File: config.mk
export PLATFORM = sky130hd
export DESIGN_NAME = pms_power_mode_sequencer
export DESIGN_NICKNAME = d
export VERILOG_FILES = /design/src/hw/pms_power_mode_sequencer.v
export VERILOG_INCLUDE_DIRS = /design/src /design/src/include
export SDC_FILE = /design/constraint.sdc
export NUM_CORES = 1
export LEC_CHECK = 0
export BUFFER_PORTS_ARGS = -buffer_cell sky130_fd_sc_hd__buf_4
export CAP_MARGIN = 15
export CORE_UTILIZATION = 49
export CTS_BUF_LIST = sky130_fd_sc_hd__clkbuf_4
export DETAILED_ROUTE_END_ITERATION = 10
export HOLD_SLACK_MARGIN = 0.06
export MAX_ROUTING_LAYER = met4
export PLACE_DENSITY_LB_ADDON = 0.1
export RECOVER_POWER = 50
export SLEW_MARGIN = 0
export SYNTH_ARGS = -nofsm -noshare
export SYNTH_HDL_FRONTEND = slang
export SYNTH_SLANG_ARGS = --single-unit
File: constraint.sdc
create_clock -name clk_sys -period 2.16 [get_ports clk_sys]
set_clock_uncertainty 0.1 [all_clocks]
set_input_delay 0.216 -clock clk_sys [delete_from_list [all_inputs] [get_ports clk_sys]]
set_output_delay 0.216 -clock clk_sys [all_outputs]
set_load 0.01 [all_outputs]
File: src/include/pms_regs.vh
`ifndef PMS_REGS_VH
`define PMS_REGS_VH
`define PMS_ST_OFF 3'h0
`define PMS_ST_ON 3'h1
`define PMS_ST_SLEEP 3'h2
`define PMS_ST_DEEP 3'h3
`define PMS_ST_WAKE 3'h4
`define PMS_MODE_ACTIVE 2'h0
`define PMS_MODE_SLEEP 2'h1
`define PMS_MODE_DEEP 2'h2
`define PMS_NBLK 8
`define PMS_CPU_BIT 0
`define PMS_CLKEN_RST 8'h00
`endif

File: src/hw/pms_power_mode_sequencer.v
`timescale 1ns/1ns
`include "pms_regs.vh"
module pms_power_mode_sequencer (
   // Clock and reset
   input wire clk_sys,
   input wire rst_n,
   // Board side
   input wire chipPowerUpPin,
   input wire externalResetInputN,
   output reg deepSleepWakeOutput_q,
   // Mode request from software
   input wire [1:0] modeReq,
   input wire modeReqValid,
   input wire [7:0] clkCtrlWr,
   input wire clkCtrlWrEn,
   // Wake sources
   input wire wakeMac,
   input wire wakeHost,
   input wire wakeRtcTimer,
   input wire wakeExtIrq,
   // Processor gating
   input wire waitForInterruptInstruction,
   input wire cpuIrq,
   // Clock status
   input wire xtalStable,
   input wire pllStable,
   // Power and clock controls
   output reg rtcDomainEn_q,
   output reg rtcClkEn_q,
   output reg mainDomainPwr_q,
   output reg xtalEn_q,
   output reg pllEn_q,
   output reg hsClkRun_q,
   output reg [7:0] blockClkEn_q,
   output reg regClear_q,
   output reg [2:0] state_q
);

   // Power state codes
   localparam [2:0] ST_OFF = `PMS_ST_OFF;
   localparam [2:0] ST_ON = `PMS_ST_ON;
   localparam [2:0] ST_SLEEP = `PMS_ST_SLEEP;
   localparam [2:0] ST_DEEP = `PMS_ST_DEEP;
   localparam [2:0] ST_WAKE = `PMS_ST_WAKE;

   // Mode request codes accepted while on
   localparam [1:0] MODE_SLEEP = `PMS_MODE_SLEEP;
   localparam [1:0] MODE_DEEP = `PMS_MODE_DEEP;

   // Clock control reset value and processor gate mask
   localparam [7:0] CLKEN_RST = `PMS_CLKEN_RST;
   localparam [7:0] CPU_MASK = 8'h01 << `PMS_CPU_BIT;

   // Always-on domain runs in every state but off
   function rtcOn;
      input [2:0] s;
      begin
         rtcOn = (s != ST_OFF);
      end
   endfunction

   // Crystal and PLLs run while waking and while on
   function clkSrcOn;
      input [2:0] s;
      begin
         clkSrcOn = (s == ST_ON) || (s == ST_WAKE);
      end
   endfunction

   // Main domain stays powered except in off and deep-sleep
   function mainOn;
      input [2:0] s;
      begin
         mainOn = (s == ST_ON) || (s == ST_WAKE) || (s == ST_SLEEP);
      end
   endfunction

   // True for any state that a wake source may leave toward wake-up
   function isSleeping;
      input [2:0] s;
      begin
         isSleeping = (s == ST_SLEEP) || (s == ST_DEEP);
      end
   endfunction

   // Internal state and next values
   reg [2:0] state_d;
   reg [7:0] clkCtrl_q;
   reg [7:0] clkCtrl_d;
   reg cpuWait_q;
   reg cpuWait_d;
   reg fromDeep_q;
   reg fromDeep_d;
   wire wakeAny;
   wire sleepReq;
   wire deepReq;
   wire clksStable;
   wire resetWake;

   // Wake sources merged into one event
   assign wakeAny = wakeMac | wakeHost | wakeRtcTimer | wakeExtIrq;

   // Board reset loop also ends deep-sleep
   assign resetWake = !externalResetInputN;

   // Mode requests, only looked at while on
   assign sleepReq = modeReqValid && (modeReq == MODE_SLEEP);
   assign deepReq = modeReqValid && (modeReq == MODE_DEEP);

   // Both clock sources must settle before blocks see a clock
   assign clksStable = xtalStable && pllStable;

   // Next power state
   always @* begin
      state_d = state_q;
      case (state_q)
         ST_OFF: begin
            if (chipPowerUpPin) state_d = ST_WAKE;
         end
         ST_ON: begin
            if (sleepReq) state_d = ST_SLEEP;
            else if (deepReq) state_d = ST_DEEP;
         end
         ST_SLEEP: begin
            if (wakeAny) state_d = ST_WAKE;
         end
         ST_DEEP: begin
            if (wakeAny || resetWake) state_d = ST_WAKE;
         end
         ST_WAKE: begin
            if (clksStable) state_d = ST_ON;
         end
         default: begin
            state_d = ST_OFF;
         end
      endcase
      // Pin low overrides every other cause
      if (!chipPowerUpPin) state_d = ST_OFF;
   end

   // Clock control register, cleared in off
   always @* begin
      clkCtrl_d = clkCtrl_q;
      if (state_d == ST_OFF) begin
         clkCtrl_d = CLKEN_RST;
      end else if (clkCtrlWrEn) begin
         clkCtrl_d = clkCtrlWr;
      end
   end

   // Remembers that wake-up began in deep-sleep
   always @* begin
      fromDeep_d = fromDeep_q;
      if (state_d == ST_DEEP) begin
         fromDeep_d = 1'b1;
      end else if ((state_d == ST_ON) || (state_d == ST_OFF)) begin
         fromDeep_d = 1'b0;
      end
   end

   // Processor gate; an interrupt in the same cycle wins
   always @* begin
      cpuWait_d = cpuWait_q;
      if ((state_d != ST_ON) || cpuIrq) begin
         cpuWait_d = 1'b0;
      end else if (waitForInterruptInstruction) begin
         cpuWait_d = 1'b1;
      end
   end

   // State register
   always @(posedge clk_sys or negedge rst_n) begin
      if (!rst_n) begin
         state_q <= ST_OFF;
      end else begin
         state_q <= state_d;
      end
   end

   // Control register and flags
   always @(posedge clk_sys or negedge rst_n) begin
      if (!rst_n) begin
         clkCtrl_q <= CLKEN_RST;
         cpuWait_q <= 1'b0;
         fromDeep_q <= 1'b0;
      end else begin
         clkCtrl_q <= clkCtrl_d;
         cpuWait_q <= cpuWait_d;
         fromDeep_q <= fromDeep_d;
      end
   end

   // Always-on domain power and clock
   always @(posedge clk_sys or negedge rst_n) begin
      if (!rst_n) begin
         rtcDomainEn_q <= 1'b0;
         rtcClkEn_q <= 1'b0;
      end else begin
         rtcDomainEn_q <= rtcOn(state_d);
         rtcClkEn_q <= rtcOn(state_d);
      end
   end

   // Main domain power, off in deep-sleep
   always @(posedge clk_sys or negedge rst_n) begin
      if (!rst_n) begin
         mainDomainPwr_q <= 1'b0;
      end else begin
         mainDomainPwr_q <= mainOn(state_d);
      end
   end

   // Crystal and PLL enables, off in both sleep states
   always @(posedge clk_sys or negedge rst_n) begin
      if (!rst_n) begin
         xtalEn_q <= 1'b0;
         pllEn_q <= 1'b0;
      end else begin
         xtalEn_q <= clkSrcOn(state_d);
         pllEn_q <= clkSrcOn(state_d);
      end
   end

   // High-speed clock and per-block gates
   always @(posedge clk_sys or negedge rst_n) begin
      if (!rst_n) begin
         hsClkRun_q <= 1'b0;
         blockClkEn_q <= 8'h00;
      end else begin
         hsClkRun_q <= (state_d == ST_ON);
         if (state_d == ST_ON) begin
            blockClkEn_q <= clkCtrl_d & ~(cpuWait_q ? CPU_MASK : 8'h00);
         end else begin
            blockClkEn_q <= 8'h00;
         end
      end
   end

   // Register clear and deep-sleep wake level
   always @(posedge clk_sys or negedge rst_n) begin
      if (!rst_n) begin
         regClear_q <= 1'b1;
         deepSleepWakeOutput_q <= 1'b1;
      end else begin
         regClear_q <= (state_d == ST_OFF);
         // Low toward board reset only while waking from deep-sleep
         deepSleepWakeOutput_q <= !((state_d == ST_WAKE) && fromDeep_d);
      end
   end

   // Unused helper kept for sleep-state decode in wake path
   wire sleepingNow;
   assign sleepingNow = isSleeping(state_q);
endmodule // pms_power_mode_sequencer

Word level (Yosys, flattened, before mapping)
Index checks and enable logic that the tools add are counted.
- flip-flop bits (word level): 27
- input bits: 24
- output and inout bits: 19
- word-level logic and storage cells: 57
- eq/ne operators: 11
- multiplexer cells: 15
- bitwise operators: 5
- reduce and logical (&&, ||, !) cells: 15
- operators with widths (operator ; number):
    8-bit two-way mux ; 3
    3-bit two-way mux ; 6
    3-bit case mux with 5 select lines ; 1
    3-bit by 2-bit == test with 1-bit output, second input constant ; 4
    8-bit AND ; 1
    1-bit inverter with 8-bit output ; 1
    3-bit by 1-bit == test with 1-bit output, second input constant ; 2
    3-bit == test, second input constant ; 2
    3-bit logical NOT ; 2
    1-bit logical OR ; 5
    1-bit two-way mux ; 5
    1-bit logical AND ; 4
    3-bit by 1-bit inequality test with 1-bit output, second input constant ; 1
    1-bit bitwise OR ; 3
    3-bit nonzero test ; 1
    2-bit by 1-bit == test with 1-bit output, second input constant ; 1
    2-bit == test, second input constant ; 1
    1-bit logical NOT ; 2
    2-bit nonzero test ; 1

Longest topological paths before layout
Gate-level depths: netlist of the first run.
- depth after elaboration: 13
- depth in mapped cells: 6
- depth with buffers taken out: 5

Least setup slack after synthesis of the first run
Ideal clock, no wire load.
- path type: register to register
- start point: register state_q[2]
- end point: register cpuWait_q
- setup time: 0.080 ns
- arrival: 1.671 ns
- setup slack: 0.309 ns
- stages on the path, launching flop included: 7
- buffers on the path: 2
- cells stage by stage: dfrtp_1 > buf_6 > nand3b_4 > a21o_1 > or4b_4 > buf_6 > nor3_4
- word-level cells in the longest chain between the ends: 7
- ends and longest elaborated chain (item ; RTL line ; RTL):
    start, declared ; pms_power_mode_sequencer.v:36 ; output reg [2:0] state_q
    start signal, assigned ; pms_power_mode_sequencer.v:176 ; state_q <= state_d;
    3-bit two-way mux ; pms_power_mode_sequencer.v:122 ; else if (deepReq) state_d = ST_DEEP;
    3-bit two-way mux ; pms_power_mode_sequencer.v:121 ; if (sleepReq) state_d = ST_SLEEP;
    3-bit case mux with 5 select lines (*) ; pms_power_mode_sequencer.v:116 ; case (state_q)
    3-bit two-way mux (*) ; pms_power_mode_sequencer.v:138 ; if (!chipPowerUpPin) state_d = ST_OFF;
    3-bit by 1-bit inequality test with 1-bit output (*) ; pms_power_mode_sequencer.v:164 ; if ((state_d != ST_ON) || cpuIrq) begin
    1-bit logical OR (*) ; pms_power_mode_sequencer.v:164 ;
    1-bit two-way mux / 2-bit nonzero test (equally long branches) ; n/a ;
    end signal, assigned ; pms_power_mode_sequencer.v:188 ; cpuWait_q <= cpuWait_d;
    end, declared ; pms_power_mode_sequencer.v:90 ; reg cpuWait_q;
Mark *: on every way between the ends. The rest lies on a longest branch, timed or not.
A chain may end at the register's enable or synchronous reset.

Worst setup path in the final report of the first run
- start point: register state_q[0]
- end point: register blockClkEn_q[0]
- word-level cells in the longest chain between the ends: 8
- ends and longest elaborated chain (item ; RTL line ; RTL):
    3-bit two-way mux ; pms_power_mode_sequencer.v:122 ;
    3-bit two-way mux ; pms_power_mode_sequencer.v:121 ;
    3-bit case mux with 5 select lines (*) ; pms_power_mode_sequencer.v:116 ;
    3-bit two-way mux (*) ; pms_power_mode_sequencer.v:138 ;
    3-bit logical NOT ; pms_power_mode_sequencer.v:144 ; if (state_d == ST_OFF) begin
    8-bit two-way mux ; pms_power_mode_sequencer.v:144 ;
    8-bit AND ; pms_power_mode_sequencer.v:232 ; blockClkEn_q <= clkCtrl_d & ~(cpuWait_q ? CPU_MASK : 8'h00);
    8-bit two-way mux (*) ; pms_power_mode_sequencer.v:231 ; if (state_d == ST_ON) begin
    end signal, assigned ; pms_power_mode_sequencer.v:232 ;
    end, declared ; pms_power_mode_sequencer.v:34 ; output reg [7:0] blockClkEn_q,
Marked as above.

==> flow_summary.toml, run 1 <==
[run_status]
status = "completed"

[min_path]
hold_path_end = "clkCtrl_q[5]$_DFF_PN0_"
min-delay-start = "clkCtrlWr[5]"
holdPathStages = 3
min_path_type = "input port to flip-flop"

[clock_tree]
clk_pin_slew_ns = 0.13
clock_latency_ns = 0.31
hold_buffers = 4
cts_root_buf = "clkbuf_4"
postCtsSetupRepairBufs = 0
cts.sinks = 27
clockBufferDepth = 2
h-tree-depth = 1
ctsResizeCount = 0
numCtsBuffers = 3
cts_tree = "yes"

[final_layout]
nNetsFinal = 163
finalNonFillerCells = 165
syn2layout_area_growth_pct = 30.8
design_area_sq_um = 1450
final_cell_mix = "buf_4, dfrtp_1, nor2_1"
final_common_cell = "buf_4"
drive_gt1_share_pct = 31.2
diodes = 0

[sta]
hold_viol = 0
final.setup.tns_ns = 0
drv_slew = 0
rsz0062_at_grt = "false"
period_share_pct = 88.1
fmax_mhz = 526
finalSetupViolations = 0
fin_crit_ns = 1.90
setup_ws_ns = 0.258
relSlewSlack_pct = 11.6
worst_pin_slew_ns = 1.33

[yosys]
syn_area_per_cell_sq_um = 11.9
synthArstFlopShare_pct = 100
ys_ff_latch = 27
synth_ff_type = "dfrtp_1"
synthTopCellsByArea = "dfrtp_1, mux2i_1, nor2_1"
synth_edf_count = 0
synth_top_area_share_pct = 56.4
synthCells = 93
yosysWarningCount = 0
synth_nets = 117
yosys.area.top_type = "dfrtp_1"
synth_cell_type_count = 30
synth_seq_area_share_pct = 61.2
netlist_area_sq_um = 1110

[critical_path]
path_cells = "nand4b_1, a21o_1, or4b_4, nor4_1"
critPathLaunchType = "flip-flop"
cp_slowest_stage_delay_ns = 0.62
cp_num_cells = 4
arrival_ns = 2.02
crit_required_ns = 2.28
path_max_fanout = 11
cp_top_family = "simple AND/OR/NAND/NOR gates"
r2r-start = "state_q[0]$_DFF_PN0_"
worst_r2r_path_depth = 4
r2r_setup_slack_ns = 0.26
r2r-end = "blockClkEn_q[0]$_DFF_PN0_"
crit_slowest_cell = "or4b_4"
cp-end-kind = "flip-flop"
worstSetupPathType = "flip-flop to flip-flop"
critPathBufInv = 0

[global_route]
grt_pass1_wl_mm = 3.47
grt_pass1_vias = 827
track_usage_pct = 19.0
antenna_found_initial = 0
grt_overflow_total = 0
grt_max_degree = 28

[drt]
initialDrtViolationCount = 13
ant_nets = 0
drc = 0
first_pass_iters = 4
drt-vias-per-instance = 4.92
drt-total-wl_mm = 1.92
vias = 811
wl_per_cell_um = 11.7

[place]
gp_congestion = 0.755
dp_cells = 157
placed_area_sq_um = 1420
dp_slack_ns = 0.289
portBuffers = 42
hpwl_mm = 1.43

[flow_run]
cap_violations = 0

[power]
p_leak_uw = 0.000743
power_per_cell_area_nw_per_um2 = 626
peakVddDrop_mv = 0.518

[die]
ioPinCount = 43
die_area_sq_um = 2460
core_area_sq_um = 2040
rows = 16
fp.dieH_um = 49.6
die_x_um = 49.6
start_util_pct = 54.3
==> registers in the layout, summed over array words and instances (netlist names) <==
signal                 cells
fromDeep_q                 1
state_q                    3
regClear_q                 1
mainDomainPwr_q            1
hsClkRun_q                 1
cpuWait_q                  1
rtcClkEn_q                 1
blockClkEn_q               8
pllEn_q                    1
clkCtrl_q                  8
deepSleepWakeOutput_q      1
==> kinds of logic after synthesis <==
| group | count (synthesis) | synth area share [%] |
|---|---|---|
| compound gates | 6 | 3.84 |
| xor+xnor | 1 | 0.790 |
| simple gates | 43 | 22.2 |
| mux | 8 | 7.22 |
| flops | 27 | 61.2 |
| buf+inv | 8 | 4.74 |
==> metal layers <==
layer  GRT usage (%)  wire (um)
met4            4.29          0
met5               -          0
met2            32.7        975
met3            2.16         84
met1            24.1        864
==> final cells by class <==
cell class                      instances  area, sq um
Inverter                                2         7.51
Sequential cell                        27          678
Tap cell                               27         33.8
Clock inverter                          1         5.00
Fill cell                             172          592
Timing Repair Buffer                   47          325
Clock buffer                            3         22.5
Multi-Input combinational cell         58          378
==> per-stage QoR <==
stage / util [%] / power (uW) / hold slack (ns)
final: 71.0 / 908 / 0.0700
after global routing: 71.0 / 962 / 0.0785
after CTS: 72.9 / 930 / 0.0600
after detailed placement: 69.5 / 721 / 0.0359
after global placement: 69.5 / 717 / 0.0334
after floorplan: - / 645 / -0.180
==> synthesized netlist by cell type, types with 2 or more instances <==
cell / instances
buf_4: 2
nand2_1: 4
and2_1: 2
mux2i_1: 8
nand4b_1: 2
dfrtp_1: 25
inv_1: 2
nor4_1: 2
dfstp_2: 2
buf_6: 2
nand3_1: 3
nor2_1: 21
==> worst register-to-register path: cells and delay by family, from the launching register on <==
family	cells	cell delay, ns
flip-flops	1	0.50
AND/OR/NAND/NOR	3	1.04
AO/OA/AOI/OAI	1	0.19
==> power by group <==
group | internal (uW) | switching [uW] | total (uW)
clock | 69.0 | 132 | 201
sequential | 534 | 17.9 | 552
combinational | 80.3 | 74.4 | 155
==> worst max path at each step <==
stage	end	slack [ns]	startpoint
3_5_place_dp	blockClkEn_q[0]$_DFF_PN0_	0.29	state_q[0]$_DFF_PN0_
3_3_place_gp	blockClkEn_q[0]$_DFF_PN0_	0.33	state_q[0]$_DFF_PN0_
4_1_cts	blockClkEn_q[0]$_DFF_PN0_	0.26	state_q[0]$_DFF_PN0_
5_1_grt	blockClkEn_q[0]$_DFF_PN0_	0.16	state_q[0]$_DFF_PN0_
2_1_floorplan	cpuWait_q$_DFFE_PN0P_	0.31	state_q[2]$_DFF_PN0_
6_report	blockClkEn_q[0]$_DFF_PN0_	0.26	state_q[0]$_DFF_PN0_
Note: power is estimated with default switching activity, not from simulation.
==> run 2, diff against run 1 <==
--- a/config.mk
+++ b/config.mk
@@ -8,6 +8,7 @@
 export LEC_CHECK = 0
 export BUFFER_PORTS_ARGS = -buffer_cell sky130_fd_sc_hd__buf_4
 export CAP_MARGIN = 15
+export CORE_MARGIN = 10
 export CORE_UTILIZATION = 49
 export CTS_BUF_LIST = sky130_fd_sc_hd__clkbuf_4
 export DETAILED_ROUTE_END_ITERATION = 10
==> run 2 against run 1 <==
Net effect:
- core utilization is 4.7 points lower
- final cell count is 0.61% higher
- register-to-register slack hardly changed
- sequential power hardly changed
- via count is 1.5% lower
- first-iteration DRC count stayed put
- die area is 86% higher
- sequential share of layout area is 0.12 points lower
- maximum frequency is 0.59% lower
- critical path depth stayed put
- sequential cell count stayed put
- setup slack worse by 0.011 ns
- largest cell class unchanged
==> flow_summary.toml, run 2 (synthesized netlist as in run 1, its figures left out) <==
[clock_tree]
numCtsBuffers = 3
cts.sinks = 27
cts_tree = "yes"
clock_latency_ns = 0.31
ctsResizeCount = 0
h-tree-depth = 1
cts_root_buf = "clkbuf_4"
clockBufferDepth = 2
clk_pin_slew_ns = 0.13

[global_route]
antenna_found_initial = 0
use_met3_pct = 3.47
grt_pass1_wl_mm = 3.60
top_usage_layer = "met2"
grt_overflow_total = 0
grt_util_met1_pct = 12.6
met2_usage_pct = 16.0
track_usage_pct = 10.6
grt_max_degree = 28
grt_pass1_vias = 818

[die]
rows = 17
start_util_pct = 50.6
ioPinCount = 43
die_x_um = 67.6
core_area_sq_um = 2190
fp.dieH_um = 67.6
die_area_sq_um = 4570

[sta]
fmax_mhz = 523
relSlewSlack_pct = 8.99
period_share_pct = 88.6
finalSetupViolations = 0
worst_pin_slew_ns = 1.37
final.setup.tns_ns = 0
drv_slew = 0
rsz0062_at_grt = "false"
fin_crit_ns = 1.91
hold_viol = 0

[critical_path]
crit_required_ns = 2.29
worstSetupPathType = "flip-flop to flip-flop"
path_max_fanout = 11
cp-end-kind = "flip-flop"
critPathLaunchType = "flip-flop"
arrival_ns = 2.04

[drt]
initialDrtViolationCount = 13
ant_nets = 0
vias = 799
first_pass_iters = 4
drc = 0
drt-vias-per-instance = 4.81
drt-total-wl_mm = 2.32
wl_per_cell_um = 14.0

[power]
peakVddDrop_mv = 0.424
p_leak_uw = 0.000743
power_per_cell_area_nw_per_um2 = 638

[final_layout]
syn2layout_area_growth_pct = 31.2
drive_gt1_share_pct = 31.2
diodes = 0
design_area_sq_um = 1450
final_common_cell = "buf_4"
final_cell_mix = "buf_4, dfrtp_1, nor2_1"
nNetsFinal = 163
reg_top3 = "blockClkEn_q x8, clkCtrl_q x8, state_q x3"

[place]
hpwl_mm = 1.79
gp_congestion = 0.771
placed_area_sq_um = 1420
portBuffers = 42

[run_status]
status = "completed"

[flow_run]
cap_violations = 0

[min_path]
min_path_type = "input port to flip-flop"
==> run 2: final timing paths <==
check / slack [ns] / cells past startpoint / endpoint / start
min reg2reg: 0.31 / 1 / deepSleepWakeOutput_q$_DFF_PN1_ / fromDeep_q$_DFF_PN0_
min in group asynchronous: 0.63 / 2 / clkCtrl_q[3]$_DFF_PN0_ / rst_n
min: 0.07 / 3 / clkCtrl_q[2]$_DFF_PN0_ / clkCtrlWr[2]
max in group asynchronous: 0.54 / 2 / blockClkEn_q[2]$_DFF_PN0_ / rst_n
max: 0.25 / 4 / blockClkEn_q[0]$_DFF_PN0_ / state_q[0]$_DFF_PN0_
max reg2reg: 0.25 / 4 / blockClkEn_q[0]$_DFF_PN0_ / state_q[0]$_DFF_PN0_
==> run 2: metrics by stage <==
step | hold WS, ns | util (%) | power [uW] | setup WS (ns) | std cells
detailed placement | 0.0393 | 64.9 | 723 | 0.271 | 158
global route | 0.0712 | 66.4 | 979 | 0.118 | 166
global placement | 0.0353 | 64.9 | 720 | 0.317 | 158
finish | 0.0687 | 66.4 | 927 | 0.246 | 166
CTS | 0.0636 | 68.1 | 949 | 0.234 | 166
floorplan | -0.180 | - | 645 | 0.309 | 93
==> run 2: cell type report <==
cell class              instances  area, sq um
fillers                       184          737
flip-flops and latches         27          678
inverters                       2         7.51
multi-input cells              58          378
clock buffers                   4         30.0
well taps                      28         35.0
repair buffers                 47          325
==> run 2: metal layers <==
layer,routed length (um),share of wire [%],up-vias
li1,-,-,404
met3,208,9.0,4
met4,27,1.2,0
met2,1080,47,24
met1,998,43,367
met5,0,0,-
==> run 2: worst max-delay path, stage by stage (launching register included) <==
cell and delay [ns]:
dfrtp_1 0.50, nand4b_1 0.23, a21o_1 0.20, or4b_4 0.61, nor4_1 0.19
==> run 2: report_power, final <==
part           switching [uW]  internal [uW]  leakage (uW)
registers                17.9            534      0.000356
clock network             133           84.8     0.0000184
logic                    75.8           81.2      0.000369
total                     227            700      0.000743
==> run 2: repair_timing <==
action / CTS / global route
setup buffers: 0 / 0
hold buffers: 4 / 0
hold endpoints to repair: 29 / 0
